==> src/design/fuse_config_pkg.sv <==
// Package with fuse map, field positions and timing constants
package fuse_config_pkg;

  localparam logic [3:0] WATCHDOG_FUSE_IDX   = 4'h0;
  localparam logic [3:0] BROWNOUT_FUSE_IDX   = 4'h1;
  localparam logic [3:0] OSCILLATOR_FUSE_IDX = 4'h2;
  localparam logic [3:0] TIMER_D_FUSE_IDX    = 4'h4;
  localparam logic [3:0] SYSTEM_ZERO_IDX     = 4'h5;
  localparam logic [3:0] SYSTEM_ONE_IDX      = 4'h6;
  localparam logic [3:0] APP_END_FUSE_IDX    = 4'h7;
  localparam logic [3:0] BOOT_END_FUSE_IDX   = 4'h8;
  localparam logic [3:0] LOCK_KEY_FUSE_IDX   = 4'hA;
  localparam logic [3:0] LAST_FUSE_IDX       = 4'hA;

  // Own registers beyond the fuse image
  localparam logic [5:0] STATUS_IDX          = 6'h10;
  localparam logic [5:0] CAL_FIRST_IDX       = 6'h11;
  localparam logic [5:0] CAL_SECOND_IDX      = 6'h12;

  localparam int WDT_WINDOW_LSB   = 4;
  localparam int WDT_PERIOD_LSB   = 0;
  localparam int LEVEL_LSB        = 5;
  localparam int SAMPLE_RATE_BIT  = 4;
  localparam int ACTIVE_MODE_LSB  = 2;
  localparam int SLEEP_MODE_LSB   = 0;
  localparam int OSC_LOCK_BIT     = 7;
  localparam int OSC_FREQ_LSB     = 0;
  localparam int CRC_SRC_LSB      = 6;
  localparam int PIN_FUNC_LSB     = 2;
  localparam int EE_KEEP_BIT      = 0;
  localparam int DELAY_LSB        = 0;
  localparam int CAL_LOCK_BIT     = 7;
  localparam int BLOCK_SHIFT      = 8;

  localparam logic [1:0] FREQ_16MHZ     = 2'h1;
  localparam logic [1:0] FREQ_20MHZ     = 2'h2;
  localparam logic [1:0] PIN_GPIO       = 2'h0;
  localparam logic [1:0] PIN_DEBUG      = 2'h1;
  localparam logic [1:0] PIN_RESET      = 2'h2;
  localparam logic [1:0] CRC_FULL       = 2'h0;
  localparam logic [1:0] CRC_BOOT       = 2'h1;
  localparam logic [1:0] CRC_BOOT_APP   = 2'h2;
  localparam logic [1:0] NO_CHECK_CODE  = 2'h3;
  localparam logic [7:0] UNLOCK_KEY     = 8'hC5;

  localparam int CLK_HZ          = 125000000;
  localparam int MS_PER_S        = 1000;
  localparam int CYCLES_PER_MS   = CLK_HZ / MS_PER_S;
  localparam int PIN_HOLD_SLOW   = 768;

  typedef enum logic [1:0] {ST_LOAD, ST_STARTUP, ST_RUN} load_state_type;

endpackage : fuse_config_pkg

==> src/design/fuse_config_loader.sv <==
// Fuse loader: reads the fuse image at reset and configures peripherals
module fuse_config_loader
  import fuse_config_pkg::*;
#(
  parameter int FLASH_BYTES  = 4096,
  parameter int MS_CYCLES    = CYCLES_PER_MS,
  parameter int HOLD_SLOW    = PIN_HOLD_SLOW
)(
  input  wire logic        clk,
  input  wire logic        srst,
  // APB slave
  input  wire logic        psel,
  input  wire logic        penable,
  input  wire logic        pwrite,
  input  wire logic [7:0]  paddr,
  input  wire logic [31:0] pwdata,
  output logic             pready,
  output logic [31:0]      prdata,
  output logic             pslverr,
  // Fuse array read port, data one cycle after address
  output logic [3:0]       fuseAddr,
  input  wire logic [7:0]  fuseData,
  // Factory calibration values
  input  wire logic [6:0]  factCoarse16,
  input  wire logic [3:0]  factTemp16,
  input  wire logic [6:0]  factCoarse20,
  input  wire logic [3:0]  factTemp20,
  // Slow oscillator from outside this domain
  input  wire logic        slowOsc,
  // Debug and erase requests
  input  wire logic        debugBusReq,
  input  wire logic        chipErase,
  // Loaded configuration
  output logic [3:0]       watchdogWindow,
  output logic [3:0]       watchdogPeriod,
  output logic [2:0]       brownoutLevel,
  output logic             brownoutSampleRate,
  output logic [1:0]       brownoutActiveMode,
  output logic [1:0]       brownoutSleepMode,
  output logic             oscCalibrationLock,
  output logic             oscRun20,
  output logic [6:0]       oscCoarseCalibration,
  output logic [3:0]       oscTemperatureCalibration,
  output logic [7:0]       timerDFaultControl,
  output logic [1:0]       crcScanSource,
  output logic [1:0]       resetPinFunction,
  output logic             gpioDriveAllowed,
  output logic             eepromErase,
  output logic [15:0]      bootEndByte,
  output logic [15:0]      appEndByte,
  output logic             memoryLocked,
  output logic             debugBusGrant,
  output logic             periphResetHold,
  output logic             cpuResetHold
);

  localparam int MS_W   = $clog2(MS_CYCLES + 1);
  localparam int HOLD_W = $clog2(HOLD_SLOW + 1);

  load_state_type state_ff;
  logic [7:0]  fuse_ff [0:15];
  logic [3:0]  rdIdx_ff;
  logic        capValid_ff;
  logic [3:0]  capIdx_ff;
  logic [6:0]  coarse_ff;
  logic [3:0]  tempCal_ff;
  logic        calLock_ff;
  logic [MS_W-1:0]  msCnt_ff;
  logic        msTick;
  logic [6:0]  msElapsed_ff;
  logic [2:0]  slowSync_ff;
  logic        slowLevel_ff;
  logic [HOLD_W-1:0] holdCnt_ff;
  logic        holdDone_ff;
  logic        slowRise;
  logic        loaded;
  logic [5:0]  regIdx;
  logic        apbWrite;

  function automatic logic [6:0] delayMs(input logic [2:0] code);
    delayMs = (code == 3'h0) ? 7'h00 : 7'(1 << (code - 3'h1));
  endfunction : delayMs

  function automatic logic [15:0] blockBytes(input logic [7:0] blocks);
    blockBytes = 16'({8'h00, blocks} << BLOCK_SHIFT);
  endfunction : blockBytes

  assign loaded = (state_ff != ST_LOAD);

  // Load sequencer
  always_ff @(posedge clk)
  begin
    if (srst)
    begin
      state_ff    <= ST_LOAD;
      rdIdx_ff    <= 4'h0;
      capValid_ff <= 1'b0;
      capIdx_ff   <= 4'h0;
    end
    else
    begin
      capValid_ff <= (state_ff == ST_LOAD) && (rdIdx_ff <= LAST_FUSE_IDX);
      capIdx_ff   <= rdIdx_ff;
      case (state_ff)
        ST_LOAD:
        begin
          if (rdIdx_ff <= LAST_FUSE_IDX)
            rdIdx_ff <= rdIdx_ff + 4'h1;
          else if (!capValid_ff)
            state_ff <= ST_STARTUP;
        end
        ST_STARTUP:
        begin
          if (msElapsed_ff >= delayMs(fuse_ff[SYSTEM_ONE_IDX][DELAY_LSB +: 3]))
            state_ff <= ST_RUN;
        end
        ST_RUN:
          state_ff <= ST_RUN;
        default:
          state_ff <= ST_LOAD;
      endcase
    end
  end

  assign fuseAddr = rdIdx_ff;

  // Fuse image; lock key may also be rewritten over the bus
  always_ff @(posedge clk)
  begin
    if (srst)
    begin
      for (int i = 0; i < 16; i++)
        fuse_ff[i] <= 8'h00;
    end
    else if (capValid_ff)
      fuse_ff[capIdx_ff] <= fuseData;
    else if (apbWrite && regIdx == 6'(LOCK_KEY_FUSE_IDX))
      fuse_ff[LOCK_KEY_FUSE_IDX] <= pwdata[7:0];
  end

  assign watchdogWindow     = fuse_ff[WATCHDOG_FUSE_IDX][WDT_WINDOW_LSB +: 4];
  assign watchdogPeriod     = fuse_ff[WATCHDOG_FUSE_IDX][WDT_PERIOD_LSB +: 4];
  assign brownoutLevel      =
    fuse_ff[BROWNOUT_FUSE_IDX][LEVEL_LSB +: 3];
  assign brownoutSampleRate =
    fuse_ff[BROWNOUT_FUSE_IDX][SAMPLE_RATE_BIT];
  assign brownoutActiveMode =
    fuse_ff[BROWNOUT_FUSE_IDX][ACTIVE_MODE_LSB +: 2];
  assign brownoutSleepMode  =
    fuse_ff[BROWNOUT_FUSE_IDX][SLEEP_MODE_LSB +: 2];
  assign timerDFaultControl = fuse_ff[TIMER_D_FUSE_IDX];
  assign crcScanSource      = fuse_ff[SYSTEM_ZERO_IDX][CRC_SRC_LSB +: 2];
  assign resetPinFunction   = fuse_ff[SYSTEM_ZERO_IDX][PIN_FUNC_LSB +: 2];
  assign oscRun20 =
    fuse_ff[OSCILLATOR_FUSE_IDX][OSC_FREQ_LSB +: 2] != FREQ_16MHZ;

  // Zero boot end makes all of flash boot, whatever the app end says
  assign bootEndByte = (fuse_ff[BOOT_END_FUSE_IDX] == 8'h00) ?
    16'(FLASH_BYTES) : blockBytes(fuse_ff[BOOT_END_FUSE_IDX]);
  assign appEndByte = (fuse_ff[APP_END_FUSE_IDX] == 8'h00) ?
    16'(FLASH_BYTES) : blockBytes(fuse_ff[APP_END_FUSE_IDX]);

  // Before load completes the part counts as locked
  assign memoryLocked  = !loaded ||
    (fuse_ff[LOCK_KEY_FUSE_IDX] != UNLOCK_KEY);
  assign debugBusGrant = debugBusReq && !memoryLocked;
  assign eepromErase   = chipErase &&
    (!fuse_ff[SYSTEM_ZERO_IDX][EE_KEEP_BIT] || memoryLocked);

  assign periphResetHold = !loaded;
  assign cpuResetHold    = (state_ff != ST_RUN);

  // Oscillator calibration, factory values loaded once after the image
  always_ff @(posedge clk)
  begin
    if (srst)
    begin
      coarse_ff  <= 7'h00;
      tempCal_ff <= 4'h0;
      calLock_ff <= 1'b0;
    end
    else if (state_ff == ST_LOAD && rdIdx_ff > LAST_FUSE_IDX && !capValid_ff)
    begin
      calLock_ff <= fuse_ff[OSCILLATOR_FUSE_IDX][OSC_LOCK_BIT];
      if (fuse_ff[OSCILLATOR_FUSE_IDX][OSC_FREQ_LSB +: 2] == FREQ_16MHZ)
      begin
        coarse_ff  <= factCoarse16;
        tempCal_ff <= factTemp16;
      end
      else
      begin
        coarse_ff  <= factCoarse20;
        tempCal_ff <= factTemp20;
      end
    end
    else if (apbWrite && !calLock_ff)
    begin
      // Locked calibration ignores writes
      if (regIdx == CAL_FIRST_IDX)
        coarse_ff <= pwdata[6:0];
      if (regIdx == CAL_SECOND_IDX)
        tempCal_ff <= pwdata[3:0];
    end
  end

  assign oscCalibrationLock        = calLock_ff;
  assign oscCoarseCalibration      = coarse_ff;
  assign oscTemperatureCalibration = tempCal_ff;

  // Millisecond enable and elapsed count for the start-up delay
  always_ff @(posedge clk)
  begin
    if (srst || state_ff != ST_STARTUP)
      msCnt_ff <= '0;
    else if (msTick)
      msCnt_ff <= '0;
    else
      msCnt_ff <= msCnt_ff + MS_W'(1);
  end

  assign msTick = (msCnt_ff == MS_W'(MS_CYCLES - 1));

  always_ff @(posedge clk)
  begin
    if (srst || state_ff == ST_LOAD)
      msElapsed_ff <= 7'h00;
    else if (msTick && msElapsed_ff != 7'h7F)
      msElapsed_ff <= msElapsed_ff + 7'h01;
  end

  // Slow oscillator: three stages, edge counted once stages 2 and 3 agree
  always_ff @(posedge clk)
  begin
    if (srst)
    begin
      slowSync_ff  <= 3'h0;
      slowLevel_ff <= 1'b0;
    end
    else
    begin
      slowSync_ff <= {slowSync_ff[1:0], slowOsc};
      if (slowSync_ff[1] == slowSync_ff[2])
        slowLevel_ff <= slowSync_ff[2];
    end
  end

  assign slowRise = slowSync_ff[1] && slowSync_ff[2] && !slowLevel_ff;

  always_ff @(posedge clk)
  begin
    if (srst)
    begin
      holdCnt_ff  <= '0;
      holdDone_ff <= 1'b0;
    end
    else if (loaded && !holdDone_ff && slowRise)
    begin
      if (holdCnt_ff == HOLD_W'(HOLD_SLOW - 1))
        holdDone_ff <= 1'b1;
      holdCnt_ff <= holdCnt_ff + HOLD_W'(1);
    end
  end

  // Pin driver free once hold ends; hold only matters for GPIO use
  assign gpioDriveAllowed = loaded && (resetPinFunction == PIN_GPIO) &&
    holdDone_ff;

  // APB slave, zero wait: read data registered in the setup cycle
  assign regIdx   = paddr[7:2];
  assign apbWrite = psel && penable && pwrite;
  assign pready   = psel && penable;

  always_ff @(posedge clk)
  begin
    if (srst)
    begin
      prdata  <= 32'h0000_0000;
      pslverr <= 1'b0;
    end
    else if (psel && !penable)
    begin
      prdata  <= 32'h0000_0000;
      pslverr <= 1'b0;
      if (paddr[1:0] != 2'h0)
        pslverr <= 1'b1;
      else if (regIdx <= 6'(LAST_FUSE_IDX))
      begin
        if (regIdx == 6'h03 || regIdx == 6'h09)
          pslverr <= 1'b1;
        else
          prdata <= {24'h000000, fuse_ff[regIdx[3:0]]};
      end
      else if (regIdx == STATUS_IDX)
        prdata <= {27'h0, gpioDriveAllowed, memoryLocked, calLock_ff,
                   state_ff == ST_RUN, loaded};
      else if (regIdx == CAL_FIRST_IDX)
        prdata <= {25'h0, coarse_ff};
      else if (regIdx == CAL_SECOND_IDX)
        prdata <= {24'h0, calLock_ff, 3'h0, tempCal_ff};
      else
        pslverr <= 1'b1;
    end
  end

  // Checks
  int loadCycles_ff;
  always_ff @(posedge clk)
  begin
    if (srst)
      loadCycles_ff <= 0;
    else if (!loaded)
      loadCycles_ff <= loadCycles_ff + 1;
  end

  load_time_a: assert property (@(posedge clk) disable iff (srst)
    loadCycles_ff <= 14)
    else $error("fuse load took too long");

  release_order_a: assert property (@(posedge clk) disable iff (srst)
    !periphResetHold |-> cpuResetHold || $past(!periphResetHold))
    else $error("processor released before peripherals");

  wdt_copy_a: assert property (@(posedge clk) disable iff (srst)
    capValid_ff && capIdx_ff == WATCHDOG_FUSE_IDX |=>
      {watchdogWindow, watchdogPeriod} == $past(fuseData))
    else $error("watchdog fields not copied");

  brownout_copy_a: assert property (@(posedge clk) disable iff (srst)
    capValid_ff && capIdx_ff == BROWNOUT_FUSE_IDX |=>
      {brownoutLevel, brownoutSampleRate, brownoutActiveMode,
       brownoutSleepMode} == $past(fuseData))
    else $error("brown-out fields not copied");

  cal_locked_a: assert property (@(posedge clk) disable iff (srst)
    loaded && calLock_ff && apbWrite |=> $stable(coarse_ff) &&
      $stable(tempCal_ff))
    else $error("locked calibration modified");

  key_unlock_a: assert property (@(posedge clk) disable iff (srst)
    loaded |-> memoryLocked == (fuse_ff[LOCK_KEY_FUSE_IDX] != UNLOCK_KEY))
    else $error("lock state mismatches key");

  debug_deny_a: assert property (@(posedge clk) disable iff (srst)
    memoryLocked |-> !debugBusGrant)
    else $error("debug granted while locked");

  ee_keep_a: assert property (@(posedge clk) disable iff (srst)
    chipErase && !memoryLocked && fuse_ff[SYSTEM_ZERO_IDX][EE_KEEP_BIT]
      |-> !eepromErase)
    else $error("eeprom erased despite keep");

  pin_hold_a: assert property (@(posedge clk) disable iff (srst)
    gpioDriveAllowed |-> holdCnt_ff == HOLD_W'(HOLD_SLOW))
    else $error("gpio driver freed early");

  boot_zero_a: assert property (@(posedge clk) disable iff (srst)
    fuse_ff[BOOT_END_FUSE_IDX] == 8'h00 |-> bootEndByte == 16'(FLASH_BYTES))
    else $error("zero boot end not whole flash");

  load_done_c: cover property (@(posedge clk) disable iff (srst)
    $rose(loaded));
  run_c: cover property (@(posedge clk) disable iff (srst)
    $fell(cpuResetHold));
  unlock_c: cover property (@(posedge clk) disable iff (srst)
    debugBusGrant);
  pin_free_c: cover property (@(posedge clk) disable iff (srst)
    $rose(gpioDriveAllowed));

endmodule : fuse_config_loader

==> config.mk <==
export PLATFORM = sky130hd
export DESIGN_NAME = fuse_config_loader
export DESIGN_NICKNAME = d
export VERILOG_FILES = /design/src/design/fuse_config_pkg.sv /design/src/design/fuse_config_loader.sv
export SDC_FILE = /design/constraint.sdc
export NUM_CORES = 1
export LEC_CHECK = 0
export BUFFER_PORTS_ARGS = -buffer_cell sky130_fd_sc_hd__buf_2
export CAP_MARGIN = 40
export CORE_AREA = 5 5 150 152
export CTS_BUF_LIST = sky130_fd_sc_hd__clkbuf_2
export DETAILED_ROUTE_END_ITERATION = 12
export DIE_AREA = 0 0 155 157
export HOLD_SLACK_MARGIN = 0.02
export PLACE_DENSITY_LB_ADDON = 0.08
export SLEW_MARGIN = 20
export SYNTH_ARGS = -nofsm -noshare
export SYNTH_HDL_FRONTEND = slang
export SYNTH_SLANG_ARGS = --single-unit
==> constraint.sdc <==
create_clock -name clk -period 2.58 [get_ports clk]
set_input_delay 0.387 -clock clk [delete_from_list [all_inputs] [get_ports clk]]
set_output_delay 0.387 -clock clk [all_outputs]
set_load 0.01 [all_outputs]
==> results.py, run 1 <==
metrics = {
    "run_status": {
        "outcome": "finished, violations left",
        "violations": "setup timing",
    },
    "finish": {
        "synthToLayoutAreaGrowth_pct": 16.1,
        "layout_commonest_cell": "buf_2",
        "drive_above_1_share_pct": 24.9,
        "final_cell_mix": "buf_2, edfxtp_1, and2_1",
        "fin_cells": 1264,
        "stdcell_area_um2": 10700,
        "fin_nets": 1069,
    },
    "floorplan": {
        "pin_count": 195,
        "die_w_um": 155,
        "die_area_um2": 24300,
        "rows": 53,
        "start_util_pct": 44.1,
        "coreArea_um2": 20900,
        "die_height_um": 157,
    },
    "logic_synthesis": {
        "ys_ff_latch": 182,
        "post_synth.cell_area_avg_um2": 11.3,
        "synth_edf_count": 111,
        "synth_area_um2": 9210,
        "yosys_warnings": 0,
        "yosysUniqueCellTypes": 67,
        "yosysSeqAreaShare_pct": 51.6,
        "ys.flop_type": "edfxtp_1",
        "syn_inst": 818,
        "synth-async-reset-ratio_pct": 0,
    },
    "global_route": {
        "grt_pass1_wl_um": 38800,
        "grt_max_degree": 52,
        "grt_pass1_vias": 6796,
        "grt_remaining_overflow": 0,
        "grtUsageTotal_pct": 20.9,
        "antenna_found_initial": 1,
    },
    "job": {
        "maxCapViolCount": 0,
    },
    "setup_path": {
        "crit_end": "debugBusGrant",
        "reg2reg_depth": 6,
        "criticalPathCategory": "register to primary output",
        "critPathLaunch": "state_ff[0]",
        "cp_common_cell": "buf_6",
        "path_cells": "inv_2 > ha_4 > or3b_4 > nor4_4 > buf_6 > and2_4 > buf_6",
        "r2r_slack_ps": 280,
        "reg2reg_from": "fuse_ff[6][1]",
        "cp.arrival_ps": 2370,
        "r2r-end": "state_ff[0]",
        "worstPathMaxFanout": 4,
        "crit_slowest_cell": "dfxtp_2",
        "critPathLaunchType": "register",
        "slowest_delay_ps": 410,
        "end_kind": "primary output",
        "worstPathRequired_ps": 2190,
    },
    "clock_tree": {
        "cts_root_buf": "clkbuf_2",
        "cts_buffer_depth": 2,
        "clk_pin_slew_ps": 280,
        "numCtsBuffers": 17,
        "cts-htree-levels": 4,
        "clock_sinks": 182,
        "cts_tree": "yes",
        "clkLatencyLatePin_ps": 780,
    },
    "pwr": {
        "leakagePower_nw": 4.21,
        "powerDensity_nw_per_um2": 509,
        "vdd_drop_max_mv": 0.391,
    },
    "placement": {
        "portBuffers": 130,
        "dp.cells": 1199,
        "dpl_cell_area_um2": 10000,
        "dp_hpwl_um": 19300,
        "gp_congestion": 0.858,
    },
    "timing": {
        "post-route-period-util_pct": 107,
        "setup_viol": 3,
        "worst-slew-pin-transition_ps": 637,
        "rsz0062_at_grt": "true",
        "final.min_clock_period_ps": 2750,
        "clock_skew_ps": 38.4,
        "slew_headroom_pct": 57.6,
        "tns_ps": -423,
        "final-hold-violation-count": 0,
        "setup_ws_ps": -173,
        "hold_ws_ps": 63.6,
        "drv_slew": 0,
        "fmax_mhz": 363,
    },
    "route": {
        "initialDrtViolationCount": 530,
        "wl_per_cell_um": 20.3,
        "via_per_inst": 5.33,
        "wl_met2_um": 12800,
        "dr.pass1.iters": 5,
        "m1WireLength_um": 11100,
        "ant_nets": 0,
        "wirelength_um": 25700,
        "dr_wl_met3_um": 1400,
        "highest_layer": "met4",
        "drc": 0,
        "dr_total_vias": 6737,
    },
    "min_path": {
        "hp-class": "primary input to register",
    },
}
final cells by class:
type,count,area (um^2)
fillers,1826,10200
flip-flops and latches,182,4760
multi-input cells,569,4050
repair buffers,193,1200
well taps,275,344
clock inverters,15,205
clock buffers,17,85.1
inverters,12,47.5
diodes,1,2.50
worst min-delay path by stage:
stage	cells past startpoint	end	from	slack, ps
floorplan	1	slowSync_ff[1]	slowSync_ff[0]	410
global placement	1	msCnt_ff[0]	msCnt_ff[0]	430
detailed placement	1	msCnt_ff[0]	msCnt_ff[0]	440
CTS	4	oscTemperatureCalibration[2]	factTemp20[2]	30
global route	2	fuse_ff[4][4]	fuseData[4]	20
finish	4	prdata[3]	paddr[5]	60
power breakdown:
group          leakage (nW)  switching (mW)  total (mW)  internal [mW]
clock network         0.172            1.10        1.69          0.591
logic                  2.31           0.317       0.528          0.211
registers              1.72          0.0626        3.23           3.17
total                  4.21            1.48        5.45           3.97
cells in the mapped netlist, types with 5 or more instances:
cell type / n / area share [%]
xor2_1: 17 / 1.6
a211oi_1: 25 / 2.0
edfxtp_1: 111 / 36
ha_1: 16 / 2.2
inv_1: 11 / 0.45
a21oi_1: 16 / 0.87
nor3_1: 17 / 0.92
xnor2_1: 12 / 1.1
nor2_1: 68 / 2.8
nand3_1: 17 / 0.92
nand3b_1: 6 / 0.49
and2_1: 107 / 7.3
a22oi_1: 9 / 0.73
mux2i_1: 36 / 3.9
o21ai_0: 14 / 0.76
or2_2: 5 / 0.34
nor2b_1: 24 / 1.6
a311oi_1: 7 / 0.67
nand2_1: 30 / 1.2
nor4_1: 7 / 0.48
and3_1: 10 / 0.68
dfxtp_1: 71 / 15
buf_2: 7 / 0.38
a22o_1: 8 / 0.76
clkbuf_1: 36 / 1.5
buf_4: 46 / 3.7
mux4_2: 19 / 4.6
routing by layer:
layer / global-route usage, % / vias up
li1: - / 3180
met1: 26.9 / 3308
met2: 36.4 / 219
met3: 4.21 / 30
met4: 4.88 / 0
met5: 0 / -
state kept, by name, indices dropped and copies added, names as in the netlist:
| signal | flops |
|---|---|
| oscTemperatureCalibration | 4 |
| pslverr | 1 |
| msCnt_ff | 17 |
| holdDone_ff | 1 |
| msElapsed_ff | 7 |
| capValid_ff | 1 |
| slowLevel_ff | 1 |
| slowSync_ff | 3 |
| capIdx_ff | 4 |
| oscCoarseCalibration | 7 |
| oscCalibrationLock | 1 |
| fuse_ff | 111 |
| prdata | 8 |
| fuseAddr | 4 |
| holdCnt_ff | 10 |
| state_ff | 2 |
metrics by stage:
stage / power (mW) / setup slack, ps / utilization [%]
after global placement: 3.78 / 298 / 48.0
final: 5.45 / -173 / 51.2
after CTS: 5.47 / -326 / 51.1
after detailed placement: 3.78 / 276 / 48.0
after floorplan: 3.60 / 358 / -
after global routing: 5.62 / -291 / 51.2
logic make-up (layout without fill, tap and decap cells):
group	count (synthesis)	in the layout	synth area share [%]
flip-flops	182	182	51.6
other	1	41	0.0407
buffers and inverters	106	237	6.53
XOR/XNOR	29	29	2.76
AO/OA/AOI/OAI	106	106	8.22
AND/OR/NAND/NOR	321	321	19.7
adder cells (fa/ha/maj)	16	16	2.17
multiplexers	57	57	8.96
critical path, delay by kind of cell (launching register included):
| family | cells | cell delay [ps] |
|---|---|---|
| fa+ha+maj | 1 | 160 |
| buf+inv | 3 | 320 |
| flops | 1 | 410 |
| simple gates | 3 | 700 |
timing repair:
action	CTS	global route
pin swaps	4	2
endpoints found under the setup margin	4	4
hold endpoints to repair	27	5
resized for setup	14	1
buffers inserted	4	1
hold buffers	25	2
Note: power is estimated with default switching activity, not from simulation.
==> run 2: changes to the inputs <==
--- a/config.mk
+++ b/config.mk
@@ -5,12 +5,13 @@
 export SDC_FILE = /design/constraint.sdc
 export NUM_CORES = 1
 export LEC_CHECK = 0
+export ABC_AREA = 1
 export BUFFER_PORTS_ARGS = -buffer_cell sky130_fd_sc_hd__buf_2
 export CAP_MARGIN = 40
-export CORE_AREA = 5 5 150 152
+export CORE_AREA = 5 5 158 160
 export CTS_BUF_LIST = sky130_fd_sc_hd__clkbuf_2
 export DETAILED_ROUTE_END_ITERATION = 12
-export DIE_AREA = 0 0 155 157
+export DIE_AREA = 0 0 163 165
 export HOLD_SLACK_MARGIN = 0.02
 export PLACE_DENSITY_LB_ADDON = 0.08
 export SLEW_MARGIN = 20
==> results.py, run 2 <==
metrics = {
    "finish": {
        "seqCellArea_um2": 5270,
        "multi_input_area_um2": 4270,
        "layout_commonest_cell": "nand2_1",
        "final_cell_mix": "nand2_1, nor2_1, buf_2",
        "postLayoutCoreUtil_pct": 50.5,
        "top_regs": "fuse_ff x128, msCnt_ff x17, holdCnt_ff x10",
        "fin_nets": 1546,
        "synthToLayoutAreaGrowth_pct": 13.9,
        "largest_reg_flops": 128,
        "drive_above_1_share_pct": 15.7,
        "regMostFlops": "fuse_ff",
        "stdcell_area_um2": 11800,
        "fill_cells": 2348,
    },
    "timing": {
        "final-hold-violation-count": 0,
        "worst-slew-pin-transition_ps": 755,
        "drv_slew": 0,
        "hold_ws_ps": 84.3,
        "post-route-period-util_pct": 98.1,
        "slew_headroom_pct": 49.6,
        "clock_skew_ps": 60.7,
        "rsz0062_at_grt": "true",
        "final.min_clock_period_ps": 2530,
        "setup_viol": 0,
        "tns_ps": 0,
        "fmax_mhz": 395,
    },
    "setup_path": {
        "worstPathRequired_ps": 2190,
        "crit_slowest_cell": "dfxtp_2",
        "criticalPathCategory": "register to primary output",
        "end_kind": "primary output",
        "worstPathMaxFanout": 6,
        "critPathLaunchType": "register",
        "slowest_delay_ps": 400,
        "path_cells": "inv_2 > ha_4 > inv_4 > nand2_4 > nor3_4 > nand2_2 > nor2_2 > buf_2",
        "cp.arrival_ps": 2140,
    },
    "placement": {
        "dp_hpwl_um": 20700,
        "portBuffers": 130,
        "dpl_cell_area_um2": 11000,
        "gp_congestion": 0.869,
    },
    "logic_synthesis": {
        "yosysMostFrequentCell": "nand2_1",
        "ys.flop_type": "edfxtp_1",
        "yosysUniqueCellTypes": 40,
        "synth_edf_count": 128,
        "yosysSeqAreaShare_pct": 51.0,
        "post_synth.cell_area_avg_um2": 7.89,
        "ys_top_cells_by_area": "edfxtp_1, nand2_1, dfxtp_1",
        "synth_common_cells": "nand2_1, nor2_1, edfxtp_1",
        "synth_area_um2": 10300,
        "yosys_warnings": 0,
        "yosysTopAreaCell": "edfxtp_1",
        "ys_ff_latch": 199,
        "synth.top_cell.area_share_pct": 37.2,
        "syn_inst": 1308,
        "synth-async-reset-ratio_pct": 0,
    },
    "pwr": {
        "pwr-share-clk_pct": 27.2,
        "p_sw_share_pct": 30.3,
        "leakagePower_nw": 5.44,
        "vdd_drop_max_mv": 0.295,
        "combinationalPowerShare_pct": 12.3,
        "switchingPower_mw": 1.80,
        "internal-power_mw": 4.15,
        "p_seq_share_pct": 60.5,
        "powerDensity_nw_per_um2": 506,
    },
    "clock_tree": {
        "clkLatencyLatePin_ps": 800,
        "numCtsBuffers": 17,
        "cts_tree": "yes",
        "cts-htree-levels": 4,
        "cts_buffer_depth": 2,
        "cts_root_buf": "clkbuf_2",
        "clk_pin_slew_ps": 280,
        "clock_sinks": 199,
    },
    "floorplan": {
        "die_w_um": 163,
        "coreArea_um2": 23300,
        "die_area_um2": 26900,
        "pin_count": 195,
        "start_util_pct": 44.4,
        "rows": 56,
        "die_height_um": 165,
    },
    "global_route": {
        "antenna_found_initial": 1,
        "grt_max_degree": 76,
        "grt_pass1_wl_um": 44300,
        "grt_remaining_overflow": 0,
        "grt_pass1_vias": 8377,
        "grtUsageTotal_pct": 21.3,
    },
    "route": {
        "wirelength_um": 29200,
        "wl_per_cell_um": 16.4,
        "via_per_inst": 4.92,
        "dr_total_vias": 8780,
        "ant_nets": 0,
        "drc": 0,
        "initialDrtViolationCount": 714,
        "dr.pass1.iters": 5,
    },
    "min_path": {
        "hp-class": "primary input to register",
    },
    "run_status": {
        "outcome": "finished, final reports clean",
    },
    "job": {
        "maxCapViolCount": 0,
    },
}
==> run 2: through the flow <==
stage / instances / setup slack (ps) / total power [mW]
after floorplan: 1347 / 740 / 4.12
after global placement: 1709 / 457 / 4.35
after detailed placement: 1709 / 409 / 4.36
after CTS: 1776 / -2.90 / 5.99
after global routing: 1785 / -123 / 6.21
final: 1786 / 48.0 / 5.96
==> run 2: power groups by stage <==
stage / registers [mW] / logic [mW] / clock network [mW]
floorplan: 3.65 / 0.465 / 0
global placement: 3.67 / 0.687 / 0
detailed placement: 3.66 / 0.693 / 0
CTS: 3.60 / 0.730 / 1.66
global route: 3.62 / 0.817 / 1.78
finish: 3.60 / 0.734 / 1.62
==> run 2: routing by layer <==
layer,share of wire [%],GRT usage [%],up-vias
met3,4.4,3.59,38
li1,-,-,4399
met2,50,37.3,221
met5,0,0,-
met4,1.9,5.60,0
met1,43,27.4,4122
==> run 2: path summary, 6_finish.rpt <==
check                 startpoint                       to  slack, ps  depth (start not counted)
setup / recovery     state_ff[1]            debugBusGrant         50                          8
hold / removal              psel                prdata[5]         80                          4
setup reg to reg     fuseAddr[0]  oscCoarseCalibration[5]         50                         10
hold reg to reg   slowSync_ff[0]           slowSync_ff[1]        420                          2
==> run 2: kinds of logic after synthesis <==
logic type / Yosys count / synth area share (%)
compound gates: 133 / 6.84
simple gates: 753 / 30.1
other cells: 1 / 0.0363
flops: 199 / 51.0
buf+inv: 200 / 9.61
xor+xnor: 6 / 0.509
fa+ha+maj: 16 / 1.94
==> run 2: critical path, delay by kind of cell, from the launching register on <==
family | cells | cell delay, ps
simple gates | 4 | 520
buf+inv | 3 | 280
fa+ha+maj | 1 | 180
flops | 1 | 400
==> run 2: timing repair <==
action                                  CTS  global route
endpoints found under the setup margin    4            10
gates resized for setup                   9            10
endpoints found under the hold margin    32             4
setup buffers                             4             5
hold buffers                             31             3
pin swaps                                 1             5
==> run 2: final cells by class <==
class	count	area share, %
multi-input cells	948	36.3
well taps	319	3.39
clock inverters	15	1.48
diodes	2	0.0426
flip-flops and latches	199	44.8
repair buffers	188	10.1
inverters	98	3.18
clock buffers	17	0.724
